===== src/fpm_defs.svh =====
// Constants for the fieldbus object profile map: record numbers, capacities, layout.
// Assumes inclusion by bare name from the design files of this block.
`ifndef FPM_DEFS_SVH
`define FPM_DEFS_SVH

// Total object budget and largest data area in bytes per direction.
`define FPM_MAX_OBJECTS 8'd240
`define FPM_MAX_AREA_BYTES 8'd211

// Data record numbers that select a profile.
`define FPM_REC_240 8'h02
`define FPM_REC_178 8'h03
`define FPM_REC_118 8'h04
`define FPM_REC_60 8'h05
`define FPM_REC_32 8'h06

// One-bit object capacity of each profile.
`define FPM_CAP_240 8'd128
`define FPM_CAP_178 8'd96
`define FPM_CAP_118 8'd64
`define FPM_CAP_60 8'd32
`define FPM_CAP_32 8'd16

// First object number of the one-bit type area.
`define FPM_BIT_FIRST_OBJ 8'd0

// Job byte address where the control section (event or repeat bits) begins.
`define FPM_CTRL_BASE 8'h80

`endif


===== src/fpm_pkg.sv =====
// Types shared by the fieldbus object profile map.
// Assumes nothing of its surroundings.
package fpm_pkg;

  // Link state towards the fieldbus master.
  typedef enum logic [1:0] {
    FPM_ST_IDLE,
    FPM_ST_OPEN,
    FPM_ST_LOCKED
  } fpm_state_e;

  // Profile selected by the data record number.
  typedef enum logic [2:0] {
    FPM_P240,
    FPM_P178,
    FPM_P118,
    FPM_P60,
    FPM_P32,
    FPM_PNONE
  } fpm_prof_e;

endpackage


===== src/fpm_profile_map.sv =====
// Profile selection and one-bit object mapping between fieldbus record jobs
// and the building-bus object side.
// Assumes one-cycle job requests from a record-job front end and a bus sender
// that accepts one object per valid/ready handshake.
//
// Behaviour
// - At most 240 objects are supported and no area exceeds 211 bytes per direction.
// - Each data area has a value section and a control section of event or repeat bits.
// - The data record number in each read or write job is taken as the profile selector.
// - The first record job naming record 2 to 6 after activation fixes the active profile.
// - The fixed profile holds until the link is lost; a new one is fixed only after the master activates again.
// - Records 2 to 6 select the 240, 178, 118, 60 and 32 object profiles.
// - One-bit capacity is 128, 96, 64, 32 and 16 objects in those profiles.
// - Object numbers are fixed per data type, one-bit objects starting at zero.
// - One-bit object n sits in byte n/8 at bit n mod 8 in every profile.
// - Objects beyond the active profile capacity are not mapped and not reachable.
// - Received data and finished sends raise event bits; changes or repeat bits send.
`timescale 1ns/1ps
`default_nettype none
`include "fpm_defs.svh"

module fpm_profile_map import fpm_pkg::*; #(
  parameter int NOBJ = 128
) (
  // Clock and reset
  input wire logic sys_clk_in,
  input wire logic reset_in,
  // Fieldbus link state
  input wire logic activate_in,
  input wire logic link_lost_in,
  // Record job request and answer
  input wire logic job_valid_in,
  input wire logic job_write_in,
  input wire logic [7:0] job_index_in,
  input wire logic [7:0] job_addr_in,
  input wire logic [7:0] job_wdata_in,
  output logic job_done_out,
  output logic job_err_out,
  output logic [7:0] job_rdata_out,
  // Profile status
  output logic locked_out,
  output logic [7:0] prof_cap_out,
  // Building-bus receive side
  input wire logic rx_valid_in,
  input wire logic [7:0] rx_num_in,
  input wire logic rx_val_in,
  // Building-bus send side
  output logic tx_valid_out,
  output logic [7:0] tx_num_out,
  output logic tx_val_out,
  input wire logic tx_ready_in
);

  localparam int NB = NOBJ / 8;
  localparam int BW = $clog2(NB);
  localparam int OW = $clog2(NOBJ);

  fpm_state_e state_q;
  fpm_prof_e prof_q;
  fpm_prof_e job_prof;
  fpm_prof_e eff_prof;
  logic [7:0] cap_bits;
  logic [7:0] cap_now;
  logic is_ctl;
  logic [7:0] byte_idx;
  logic [BW-1:0] bsel;
  logic prof_ok;
  logic job_ok;
  logic lock_now;
  logic rx_ok;
  logic [7:0] rd_val;
  logic [NOBJ-1:0] in_set, out_we, ev_set, ev_clr, pend_set, pend_clr;
  logic [NOBJ-1:0] in_bits, out_bits, ev_bits, pend_bits;
  logic pick_any;
  logic [OW-1:0] pick_idx;

  // Record number decode; anything outside 2..6 names no profile.
  function automatic fpm_prof_e dec_rec(input logic [7:0] rec);
    case (rec)
      `FPM_REC_240: dec_rec = FPM_P240;
      `FPM_REC_178: dec_rec = FPM_P178;
      `FPM_REC_118: dec_rec = FPM_P118;
      `FPM_REC_60: dec_rec = FPM_P60;
      `FPM_REC_32: dec_rec = FPM_P32;
      default: dec_rec = FPM_PNONE;
    endcase
  endfunction

  // One-bit capacity per profile; zero when no profile is known.
  function automatic logic [7:0] cap_of(input fpm_prof_e p);
    case (p)
      FPM_P240: cap_of = `FPM_CAP_240;
      FPM_P178: cap_of = `FPM_CAP_178;
      FPM_P118: cap_of = `FPM_CAP_118;
      FPM_P60: cap_of = `FPM_CAP_60;
      FPM_P32: cap_of = `FPM_CAP_32;
      default: cap_of = 8'h00;
    endcase
  endfunction

  // Job qualification: the open state takes its profile from the job itself.
  assign job_prof = dec_rec(job_index_in);
  assign eff_prof = (state_q == FPM_ST_OPEN) ? job_prof : prof_q;
  assign cap_bits = cap_of(eff_prof);
  assign cap_now = cap_of(prof_q);
  assign is_ctl = (job_addr_in >= `FPM_CTRL_BASE);
  assign byte_idx = is_ctl ? job_addr_in - `FPM_CTRL_BASE : job_addr_in;
  assign bsel = byte_idx[BW-1:0];
  assign prof_ok = (state_q == FPM_ST_OPEN) ? (job_prof != FPM_PNONE)
                 : (state_q == FPM_ST_LOCKED) && (job_prof == prof_q);
  assign job_ok = job_valid_in && prof_ok && (byte_idx < {3'h0, cap_bits[7:3]});
  assign lock_now = job_valid_in && (state_q == FPM_ST_OPEN) && (job_prof != FPM_PNONE);
  assign rd_val = is_ctl ? ev_bits[bsel*8 +: 8] : in_bits[bsel*8 +: 8];
  assign rx_ok = rx_valid_in && (state_q == FPM_ST_LOCKED) && (rx_num_in < cap_now);

  // Link state: a loss always wins, so a stale lock never survives it.
  always_ff @(posedge sys_clk_in or posedge reset_in) begin
    if (reset_in) begin
      state_q <= FPM_ST_IDLE;
    end else if (link_lost_in) begin
      state_q <= FPM_ST_IDLE;
    end else if (state_q == FPM_ST_IDLE && activate_in) begin
      state_q <= FPM_ST_OPEN;
    end else if (lock_now) begin
      state_q <= FPM_ST_LOCKED;
    end
  end

  // Profile register, loaded only on the locking job and cleared on a link loss.
  always_ff @(posedge sys_clk_in or posedge reset_in) begin
    if (reset_in) begin
      prof_q <= FPM_PNONE;
    end else if (link_lost_in) begin
      prof_q <= FPM_PNONE;
    end else if (lock_now) begin
      prof_q <= job_prof;
    end
  end

  assign locked_out = (state_q == FPM_ST_LOCKED);
  assign prof_cap_out = cap_now;

  // Job answer one cycle after the request; refused jobs read back zero.
  always_ff @(posedge sys_clk_in or posedge reset_in) begin
    if (reset_in) begin
      job_done_out <= 1'b0;
      job_err_out <= 1'b0;
      job_rdata_out <= 8'h00;
    end else begin
      job_done_out <= job_valid_in;
      job_err_out <= job_valid_in && !job_ok;
      job_rdata_out <= (job_ok && !job_write_in) ? rd_val : 8'h00;
    end
  end

  // Strobes into the cells. Only qualified jobs touch storage.
  always_comb begin
    out_we = '0;
    pend_set = '0;
    ev_clr = '0;
    in_set = '0;
    if (job_ok && job_write_in && !is_ctl) begin
      out_we[bsel*8 +: 8] = 8'hff;
      pend_set[bsel*8 +: 8] = job_wdata_in ^ out_bits[bsel*8 +: 8];
    end
    if (job_ok && job_write_in && is_ctl) begin
      pend_set[bsel*8 +: 8] = job_wdata_in;
    end
    if (job_ok && !job_write_in && is_ctl) begin
      ev_clr[bsel*8 +: 8] = 8'hff;
    end
    if (rx_ok) begin
      in_set[rx_num_in[OW-1:0]] = 1'b1;
    end
  end

  // Events come from received data and from sends the bus has taken.
  always_comb begin
    ev_set = in_set;
    if (tx_valid_out && tx_ready_in) begin
      ev_set[tx_num_out[OW-1:0]] = 1'b1;
    end
  end

  // Lowest pending object goes out first; a simple fixed priority is used, so
  // a master that keeps raising a lower object's pending bit can starve the higher ones.
  // Objects beyond the locked capacity stay pending but are never sent.
  always_comb begin
    pick_any = 1'b0;
    pick_idx = '0;
    for (int k = NOBJ - 1; k >= 0; k--) begin
      if (pend_bits[k] && (k < int'(cap_now))) begin
        pick_any = 1'b1;
        pick_idx = OW'(k);
      end
    end
  end

  assign pend_clr = (pick_any && !link_lost_in && (!tx_valid_out || tx_ready_in))
                  ? (NOBJ'(1) << pick_idx) : '0;

  // Send register holds until the bus side accepts it; a link loss drops it,
  // because the object may not exist in the profile chosen next.
  always_ff @(posedge sys_clk_in or posedge reset_in) begin
    if (reset_in) begin
      tx_valid_out <= 1'b0;
      tx_num_out <= 8'h00;
      tx_val_out <= 1'b0;
    end else if (link_lost_in) begin
      tx_valid_out <= 1'b0;
    end else if (!tx_valid_out || tx_ready_in) begin
      tx_valid_out <= pick_any;
      tx_num_out <= `FPM_BIT_FIRST_OBJ + 8'(pick_idx);
      tx_val_out <= out_bits[pick_idx];
    end
  end

  // One-bit object storage, sized for the largest profile.
  fpm_obj_cells #(.NOBJ(NOBJ)) u_cells (
    .sys_clk_in(sys_clk_in),
    .reset_in(reset_in),
    .in_set_in(in_set),
    .in_val_in(rx_val_in),
    .out_we_in(out_we),
    .out_data_in({NB{job_wdata_in}}),
    .ev_set_in(ev_set),
    .ev_clr_in(ev_clr),
    .pend_set_in(pend_set),
    .pend_clr_in(pend_clr),
    .in_bits_out(in_bits),
    .out_bits_out(out_bits),
    .ev_bits_out(ev_bits),
    .pend_bits_out(pend_bits)
  );
endmodule

`default_nettype wire


===== src/fpm_obj_cells.sv =====
// Per-object storage cells: input value, output value, event bit, send request.
// Assumes the caller provides one-hot or masked strobes per object.
`timescale 1ns/1ps
`default_nettype none

module fpm_obj_cells #(
  parameter int NOBJ = 128
) (
  // Clock and reset
  input wire logic sys_clk_in,
  input wire logic reset_in,
  // Strobes and data
  input wire logic [NOBJ-1:0] in_set_in,
  input wire logic in_val_in,
  input wire logic [NOBJ-1:0] out_we_in,
  input wire logic [NOBJ-1:0] out_data_in,
  input wire logic [NOBJ-1:0] ev_set_in,
  input wire logic [NOBJ-1:0] ev_clr_in,
  input wire logic [NOBJ-1:0] pend_set_in,
  input wire logic [NOBJ-1:0] pend_clr_in,
  // Stored state
  output logic [NOBJ-1:0] in_bits_out,
  output logic [NOBJ-1:0] out_bits_out,
  output logic [NOBJ-1:0] ev_bits_out,
  output logic [NOBJ-1:0] pend_bits_out
);

  genvar i;
  generate
    for (i = 0; i < NOBJ; i++) begin : g_cell
      // Object values in both directions.
      always_ff @(posedge sys_clk_in or posedge reset_in) begin
        if (reset_in) begin
          in_bits_out[i] <= 1'b0;
          out_bits_out[i] <= 1'b0;
        end else begin
          if (in_set_in[i]) begin
            in_bits_out[i] <= in_val_in;
          end
          if (out_we_in[i]) begin
            out_bits_out[i] <= out_data_in[i];
          end
        end
      end

      // Flags: a set arriving with a clear wins so no event is lost.
      always_ff @(posedge sys_clk_in or posedge reset_in) begin
        if (reset_in) begin
          ev_bits_out[i] <= 1'b0;
          pend_bits_out[i] <= 1'b0;
        end else begin
          if (ev_set_in[i]) begin
            ev_bits_out[i] <= 1'b1;
          end else if (ev_clr_in[i]) begin
            ev_bits_out[i] <= 1'b0;
          end
          if (pend_set_in[i]) begin
            pend_bits_out[i] <= 1'b1;
          end else if (pend_clr_in[i]) begin
            pend_bits_out[i] <= 1'b0;
          end
        end
      end
    end
  endgenerate

endmodule

`default_nettype wire


===== config.mk =====
export PLATFORM = sky130hd
export DESIGN_NAME = fpm_profile_map
export DESIGN_NICKNAME = d
export VERILOG_FILES = /design/src/fpm_pkg.sv /design/src/fpm_profile_map.sv /design/src/fpm_obj_cells.sv
export VERILOG_INCLUDE_DIRS = /design/src
export SDC_FILE = /design/constraint.sdc
export NUM_CORES = 2
export LEC_CHECK = 0
export ABC_AREA = 0
export BUFFER_PORTS_ARGS = -buffer_cell sky130_fd_sc_hd__buf_4
export CAP_MARGIN = 10
export CORE_MARGIN = 4
export CORE_UTILIZATION = 40
export CTS_CLUSTER_DIAMETER = 200
export CTS_CLUSTER_SIZE = 28
export DETAILED_ROUTE_END_ITERATION = 10
export PLACE_DENSITY = 0.62
export SYNTH_ARGS = -nofsm -noshare
export SYNTH_HDL_FRONTEND = slang
export SYNTH_HIERARCHICAL = 1
export SYNTH_SLANG_ARGS = --single-unit

===== constraint.sdc =====
create_clock -name sys_clk_in -period 21.3 [get_ports sys_clk_in]
set_input_delay 1.065 -clock sys_clk_in [delete_from_list [all_inputs] [get_ports sys_clk_in]]
set_output_delay 1.065 -clock sys_clk_in [all_outputs]
set_load 0.01 [all_outputs]

# == After elaboration in Yosys (flattened, before gate mapping) ==
# Index checks and enable logic that the tools add are counted.
# word_totals
reg_bits,536
latch_bits,0
mem_bits_rw,0
romBits,0
inputBits,41
output_inout_bits,29
elab_cells,1901
mem_count,0
# classes
addsub,2
multipliers,0
div,0
magnitude_cmp,136
eq_ne,17
shift,8
n_mux,797
bitwise,5
n_reduce_logical,416
# op_table
operator,n
128-bit 2-to-1 mux,7
7-bit 2-to-1 mux,128
1-bit 2-to-1 mux,646
2-bit nonzero test,258
7-bit by 8-bit < comparator with 1-bit output (first input constant),64
128-bit by 8-bit variable part select with 8-bit output,3
128-bit AND,2
6-bit by 8-bit < comparator with 1-bit output (first input constant),32
8-bit by 34-bit variable part select with 128-bit output,2
1-bit logical AND,147
128-bit bitwise mux,1
5-bit by 8-bit < comparator with 1-bit output (first input constant),16
128-bit OR,1
8-bit by 34-bit variable shift with 128-bit output (first input constant),1
8-bit by 34-bit variable part select with 128-bit output (first input constant),1
1-bit by 7-bit << shifter with 128-bit output (first input constant),1
8-bit case mux with 5 select lines,2
4-bit by 8-bit < comparator with 1-bit output (first input constant),8
7-bit negation with 34-bit output,1
3-bit by 8-bit < comparator with 1-bit output (first input constant),4
8-bit by 3-bit equality test with 1-bit output (second input constant),3
7-bit by 8-bit < comparator with 1-bit output (second input constant),3
8-bit 2-to-1 mux,3
8-bit by 2-bit equality test with 1-bit output (second input constant),2
27 further kinds,45

# == Logic depth before layout (Yosys ltp) ==
# logic_depth
depth_word,137
ltp_mapped,17
ltp_nobuf,15

# == Modules after synthesis ==
# The synthesis kept the hierarchy.
# by_module_without_submodules
module,n_inst,cells_each,area_each_um2,seq_area_each_um2
fpm_obj_cells,1,1295,18716.7,12812.3
fpm_profile_map,1,1844,11932.7,603.1

# == Worst setup path before layout ==
# Ideal clock, no wire load.
# synth_timing
path_kind,input -> register
startpoint,input port job_addr_in[0]
endpoint,register u_cells.out_bits_out[48]
arrival_time_ns,4.520
required_ns,21.175
slack_ns,16.655
path_stages,10
cell_sequence,clkbuf_1 > buf_2 > buf_2 > clkbuf_1 > inv_1 > ha_1 > xor2_1 > nand3_1 > nor2_1 > mux2_2
# synth_via
elab_chain_len,7
# synth_rtl
item,line_no,rtl
"start, declared",fpm_profile_map.sv:35,"input wire logic [7:0] job_addr_in,"
"parallel branches: the longest is 6 deep, another holds 7-bit negation with 34-bit output",-,
128-bit 2-to-1 mux (*),fpm_profile_map.sv:162,if (job_ok && job_write_in && !is_ctl) begin
net out_we[48],fpm_profile_map.sv:72,"logic [NOBJ-1:0] in_set, out_we, ev_set, ev_clr, pend_set, pend_clr;"
"end signal, assigned by index",fpm_obj_cells.sv:41,out_bits_out[i] <= out_data_in[i];
"end, declared",fpm_obj_cells.sv:23,"output logic [NOBJ-1:0] out_bits_out,"
# Mark *: on every way through the listed nets, which the timed path passes.
# A chain may end at the register's enable or synchronous reset.

# == Worst setup path in the final report ==
# layout_timing
startpoint,register prof_q[1]
endpoint,register tx_val_out
# layout_via
elab_chain_len,134
# layout_rtl
item,line_no,rtl
"start, declared",fpm_profile_map.sv:59,fpm_prof_e prof_q;
"start signal, assigned",fpm_profile_map.sv:136,prof_q <= job_prof;
"3-bit equality test, or another cell as far along",fpm_profile_map.sv:91,case (p)
8-bit case mux with 5 select lines (*),fpm_profile_map.sv:91,
7-bit by 8-bit < comparator with 1-bit output,fpm_profile_map.sv:192,if (pend_bits[k] && (k < int'(cap_now))) begin
1-bit logical AND,fpm_profile_map.sv:192,
7-bit 2-to-1 mux (127 in a row),fpm_profile_map.sv:192,
7-bit 2-to-1 mux (*),fpm_profile_map.sv:192,
1-bit binary-select mux with 7-bit select (*),fpm_profile_map.sv:214,tx_val_out <= out_bits[pick_idx];
1-bit 2-to-1 mux (implied by the code) (*),fpm_profile_map.sv:214,
"end signal, assigned",fpm_profile_map.sv:214,
"end, declared",fpm_profile_map.sv:50,"output logic tx_val_out,"
# Mark *: on every way between the ends. The rest lies on a longest branch, timed or not. The select of a mux whose other input is x is not followed.

==> summary.txt <==
Global route
  • Vias in the first global route: between 20000 and 25000
  • First-pass GRT wire length: 160000 um
  • Gr usage total: 0.255
  • Antenna violations before repair: 3
  • Largest net degree at the start of global routing: between 90 and 100
  • Grt ovf: 0

Power
  • Clk pwr share: 0.326
  • Combinational power share: 0.068
  • Leakage: 15.6 nW
  • Flop pwr share: 0.606
  • Switching portion of total power: 0.258
  • Sw Pwr: approximately 430 uW
  • Cell area power density: between 50 and 60 nW/um^2
  • Max VDD drop: 0.0000597 V
  • Internal power: around 1.2 mW

Drt
  • Drt pass-1 iters: 7
  • Vias/cell: a little over 6
  • DRT iter0 DRCs: just over 3000
  • Met3 Routed Length: 11200 um
  • Post-route antenna net violation count: 0
  • Via count: 25200
  • Routed length per placed instance: around 26 um
  • Total Wirelength: roughly 110000 um
  • Met2 wire length: between 40000 and 50000 um
  • Met1 WL: about 46000 um
  • Detailed-route DRC error count: 0
  • Top Metal Used: met5

Timing
  • Crit path time final: between 5 and 6 ns
  • Slew @ Worst Pin: 1.34 ns
  • Setup Skew: just under 0.06 ns
  • Peak Freq: 176 MHz
  • Total negative slack: 0 ns
  • Fin crit share: 0.267
  • Slew Limit Headroom: 0.108
  • Max-slew violation count: 0
  • RSZ-0062 raised after global routing: false
  • Final hold vios: 0
  • Final setup fails: 0

Floorplan
  • Die Y: approximately 280 um
  • Initial Util: 0.404
  • Die area: roughly 81000 sq um
  • Rows: just over 100
  • Die width: about 280 um
  • Core Region: about 76000 sq um
  • # IOs: 70

Placed design
  • Placed instance count: 4100
  • DP HPWL: around 72000 um
  • RePlAce Congestion: between 0.9 and 1
  • Port bufs: 64

Clock tree
  • CTS tree: built
  • Hold buffer count at CTS: 0
  • PostCTS Resize Cnt: 0
  • Cts bufs inserted: 23
  • Clk root buf: clkbuf_16
  • Longest Clk Path Bufs: 3
  • CTS sink cnt: ~540
  • CTS H-tree depth: 1
  • Clk slew on worst S/H paths: between 0.1 and 0.15 ns
  • Worst-Skew Late Latency: approximately 0.64 ns
  • Post-CTS Setup Bufs: 0

Final layout
  • Area Growth Syn to Fin: 6.32%
  • Layout cells sized above 1: 0.159
  • Final std cells w/o fill: between 4000 and 5000
  • Layout Nets: 3146

Worst hold path
  • Worst hold path type: reg2reg

Yosys
  • Synth Flop Type: dfrtp_1
  • Cell taking the most area after synthesis: dfrtp_1
  • Mapped Area: 30600 sq um
  • Count leader, synth: dfrtp_1
  • Gate Count Post-Synth: around 3100
  • Synth Warn #: 6
  • Yosys reg bits: 536
  • Syn Area/Cell: around 10 sq um
  • Number of synthesized flops with an enable pin: 0
  • Yosys cell types: 91
  • Top cells by count, synth: dfrtp_1 (534), nor2_1 (467), inv_1 (309), a21o_1 (265), mux2_2 (249)
  • Register area share after synthesis: 0.438
  • Share of the synthesized area in the top cell type: 0.436
  • Top cells by area, synth: dfrtp_1 (44%), mux2_2 (9.1%), a21o_1 (6.5%)
  • Async SR Flop Fraction: 1.00

Setup path
  • Req. time, crit path: 21.80 ns
  • Worst setup path class: reg2reg
  • Data arrival time of the worst path: around 6.2 ns
  • Crit end category: flip-flop
  • Crit-path max FO: 24
  • Worst setup SP type: flip-flop

Flow run
  • Maxcap violations: 0

Run status
  • Status: completed
-- layout by cell type (no fill, tap or decap), drive strengths merged, types with 5 or more instances in the layout --
cell type / Yosys / layout
nand2: 145 / 145
mux2: 264 / 264
xor2: 5 / 5
conb: 1 / 5
nor2b: 48 / 48
inv: 310 / 310
ha: 10 / 10
o21ai: 91 / 91
a41oi: 7 / 7
or4: 8 / 8
o211ai: 17 / 17
xnor2: 12 / 12
nor3b: 5 / 5
nor3: 63 / 63
a211oi: 7 / 7
nand4: 12 / 12
clkbuf: 117 / 31
nand3: 71 / 71
a21o: 265 / 265
dfrtp: 534 / 534
nand2b: 14 / 14
o32ai: 10 / 10
o22ai: 135 / 135
mux2i: 93 / 93
o21bai: 5 / 5
a221oi: 22 / 22
mux4: 78 / 78
a22oi: 22 / 22
a21oi: 71 / 71
nor4: 44 / 44
and2: 24 / 24
a31oi: 19 / 19
o31ai: 11 / 11
buf: 53 / 97
a2111oi: 6 / 6
nor2: 468 / 468
-- stage by stage --
stage	power [mW]	worst slack [ns]	utilization	hold WS [ns]	area [sq um]
finish	1.68	15.62	0.429	0.485	32600
global route	1.73	15.53	0.429	0.497	32600
CTS	1.70	15.72	0.429	0.487	32600
detailed placement	1.15	15.59	0.421	0.462	31900
global placement	1.15	15.68	0.421	0.454	31900
floorplan	1.11	5.94	-	0.444	30700
-- metal layers --
| layer | global-route usage | vias to the layer above |
|---|---|---|
| met1 | 0.375 | 12800 |
| met5 | 0 | - |
| met2 | 0.376 | 1262 |
| met3 | 0.0590 | 209 |
| met4 | 0.0770 | 2 |
| li1 | - | 11000 |
-- kinds of logic after synthesis --
group	share of synthesized area
compound gates	0.167
xor+xnor	0.00486
fa+ha+maj	0.00408
buf+inv	0.0634
flops	0.438
mux	0.187
other cells	0.000122
simple gates	0.136
-- final timing paths --
path,end,cells past startpoint,slack (ns),from
min in group asynchronous,u_cells/in_bits_out[101],2,0.54,reset_in
worst max-delay path,tx_val_out,13,15.62,prof_q[1]
worst max register to register,tx_val_out,13,15.62,prof_q[1]
worst min-delay path,u_cells/ev_bits_out[25],1,0.48,u_cells/ev_bits_out[25]
worst min register to register,u_cells/ev_bits_out[25],1,0.48,u_cells/ev_bits_out[25]
max in group asynchronous,u_cells/out_bits_out[27],5,17.54,reset_in
-- flip-flops by register name, summed over array words and instances (netlist names) --
signal                 count
job_done_out               1
job_rdata_out              8
tx_valid_out               1
u_cells/in_bits_out      128
u_cells/pend_bits_out    128
tx_val_out                 1
u_cells/out_bits_out     128
tx_num_out                 7
u_cells/ev_bits_out      128
job_err_out                1
prof_q                     3
state_q                    2
-- worst max-delay path, cell delays in order, from the launching register on --
cell	delay, ns
dfrtp_1	0.66
nor3_4	0.51
inv_2	0.18
nor4_1	0.20
o21ai_0	0.19
nor4_1	0.52
o32ai_2	0.29
a211oi_2	1.15
nor2_4	0.45
mux2_4	0.43
o211ai_1	0.18
a21oi_1	0.14
o32ai_1	0.49
o211ai_1	0.15
-- layout make-up --
cell class	instances	area [sq um]
Antenna cell	2	5.00
Clock buffer	31	606
Clock inverter	2	32.5
Fill cell	7411	43400
Inverter	312	1180
Multi-Input combinational cell	2125	15300
Sequential cell	536	13400
Tap cell	1030	1290
Timing Repair Buffer	97	736
-- power groups by stage --
| stage | clock [mW] | combinational, mW | sequential [mW] |
|---|---|---|---|
| 2_1_floorplan | 0 | 0.0662 | 1.04 |
| 3_5_place_dp | 0 | 0.113 | 1.04 |
| 5_1_grt | 0.592 | 0.122 | 1.02 |
| 4_1_cts | 0.563 | 0.113 | 1.02 |
| 6_report | 0.549 | 0.114 | 1.02 |
| 3_3_place_gp | 0 | 0.113 | 1.04 |
Note: power is estimated with default switching activity, not from simulation.
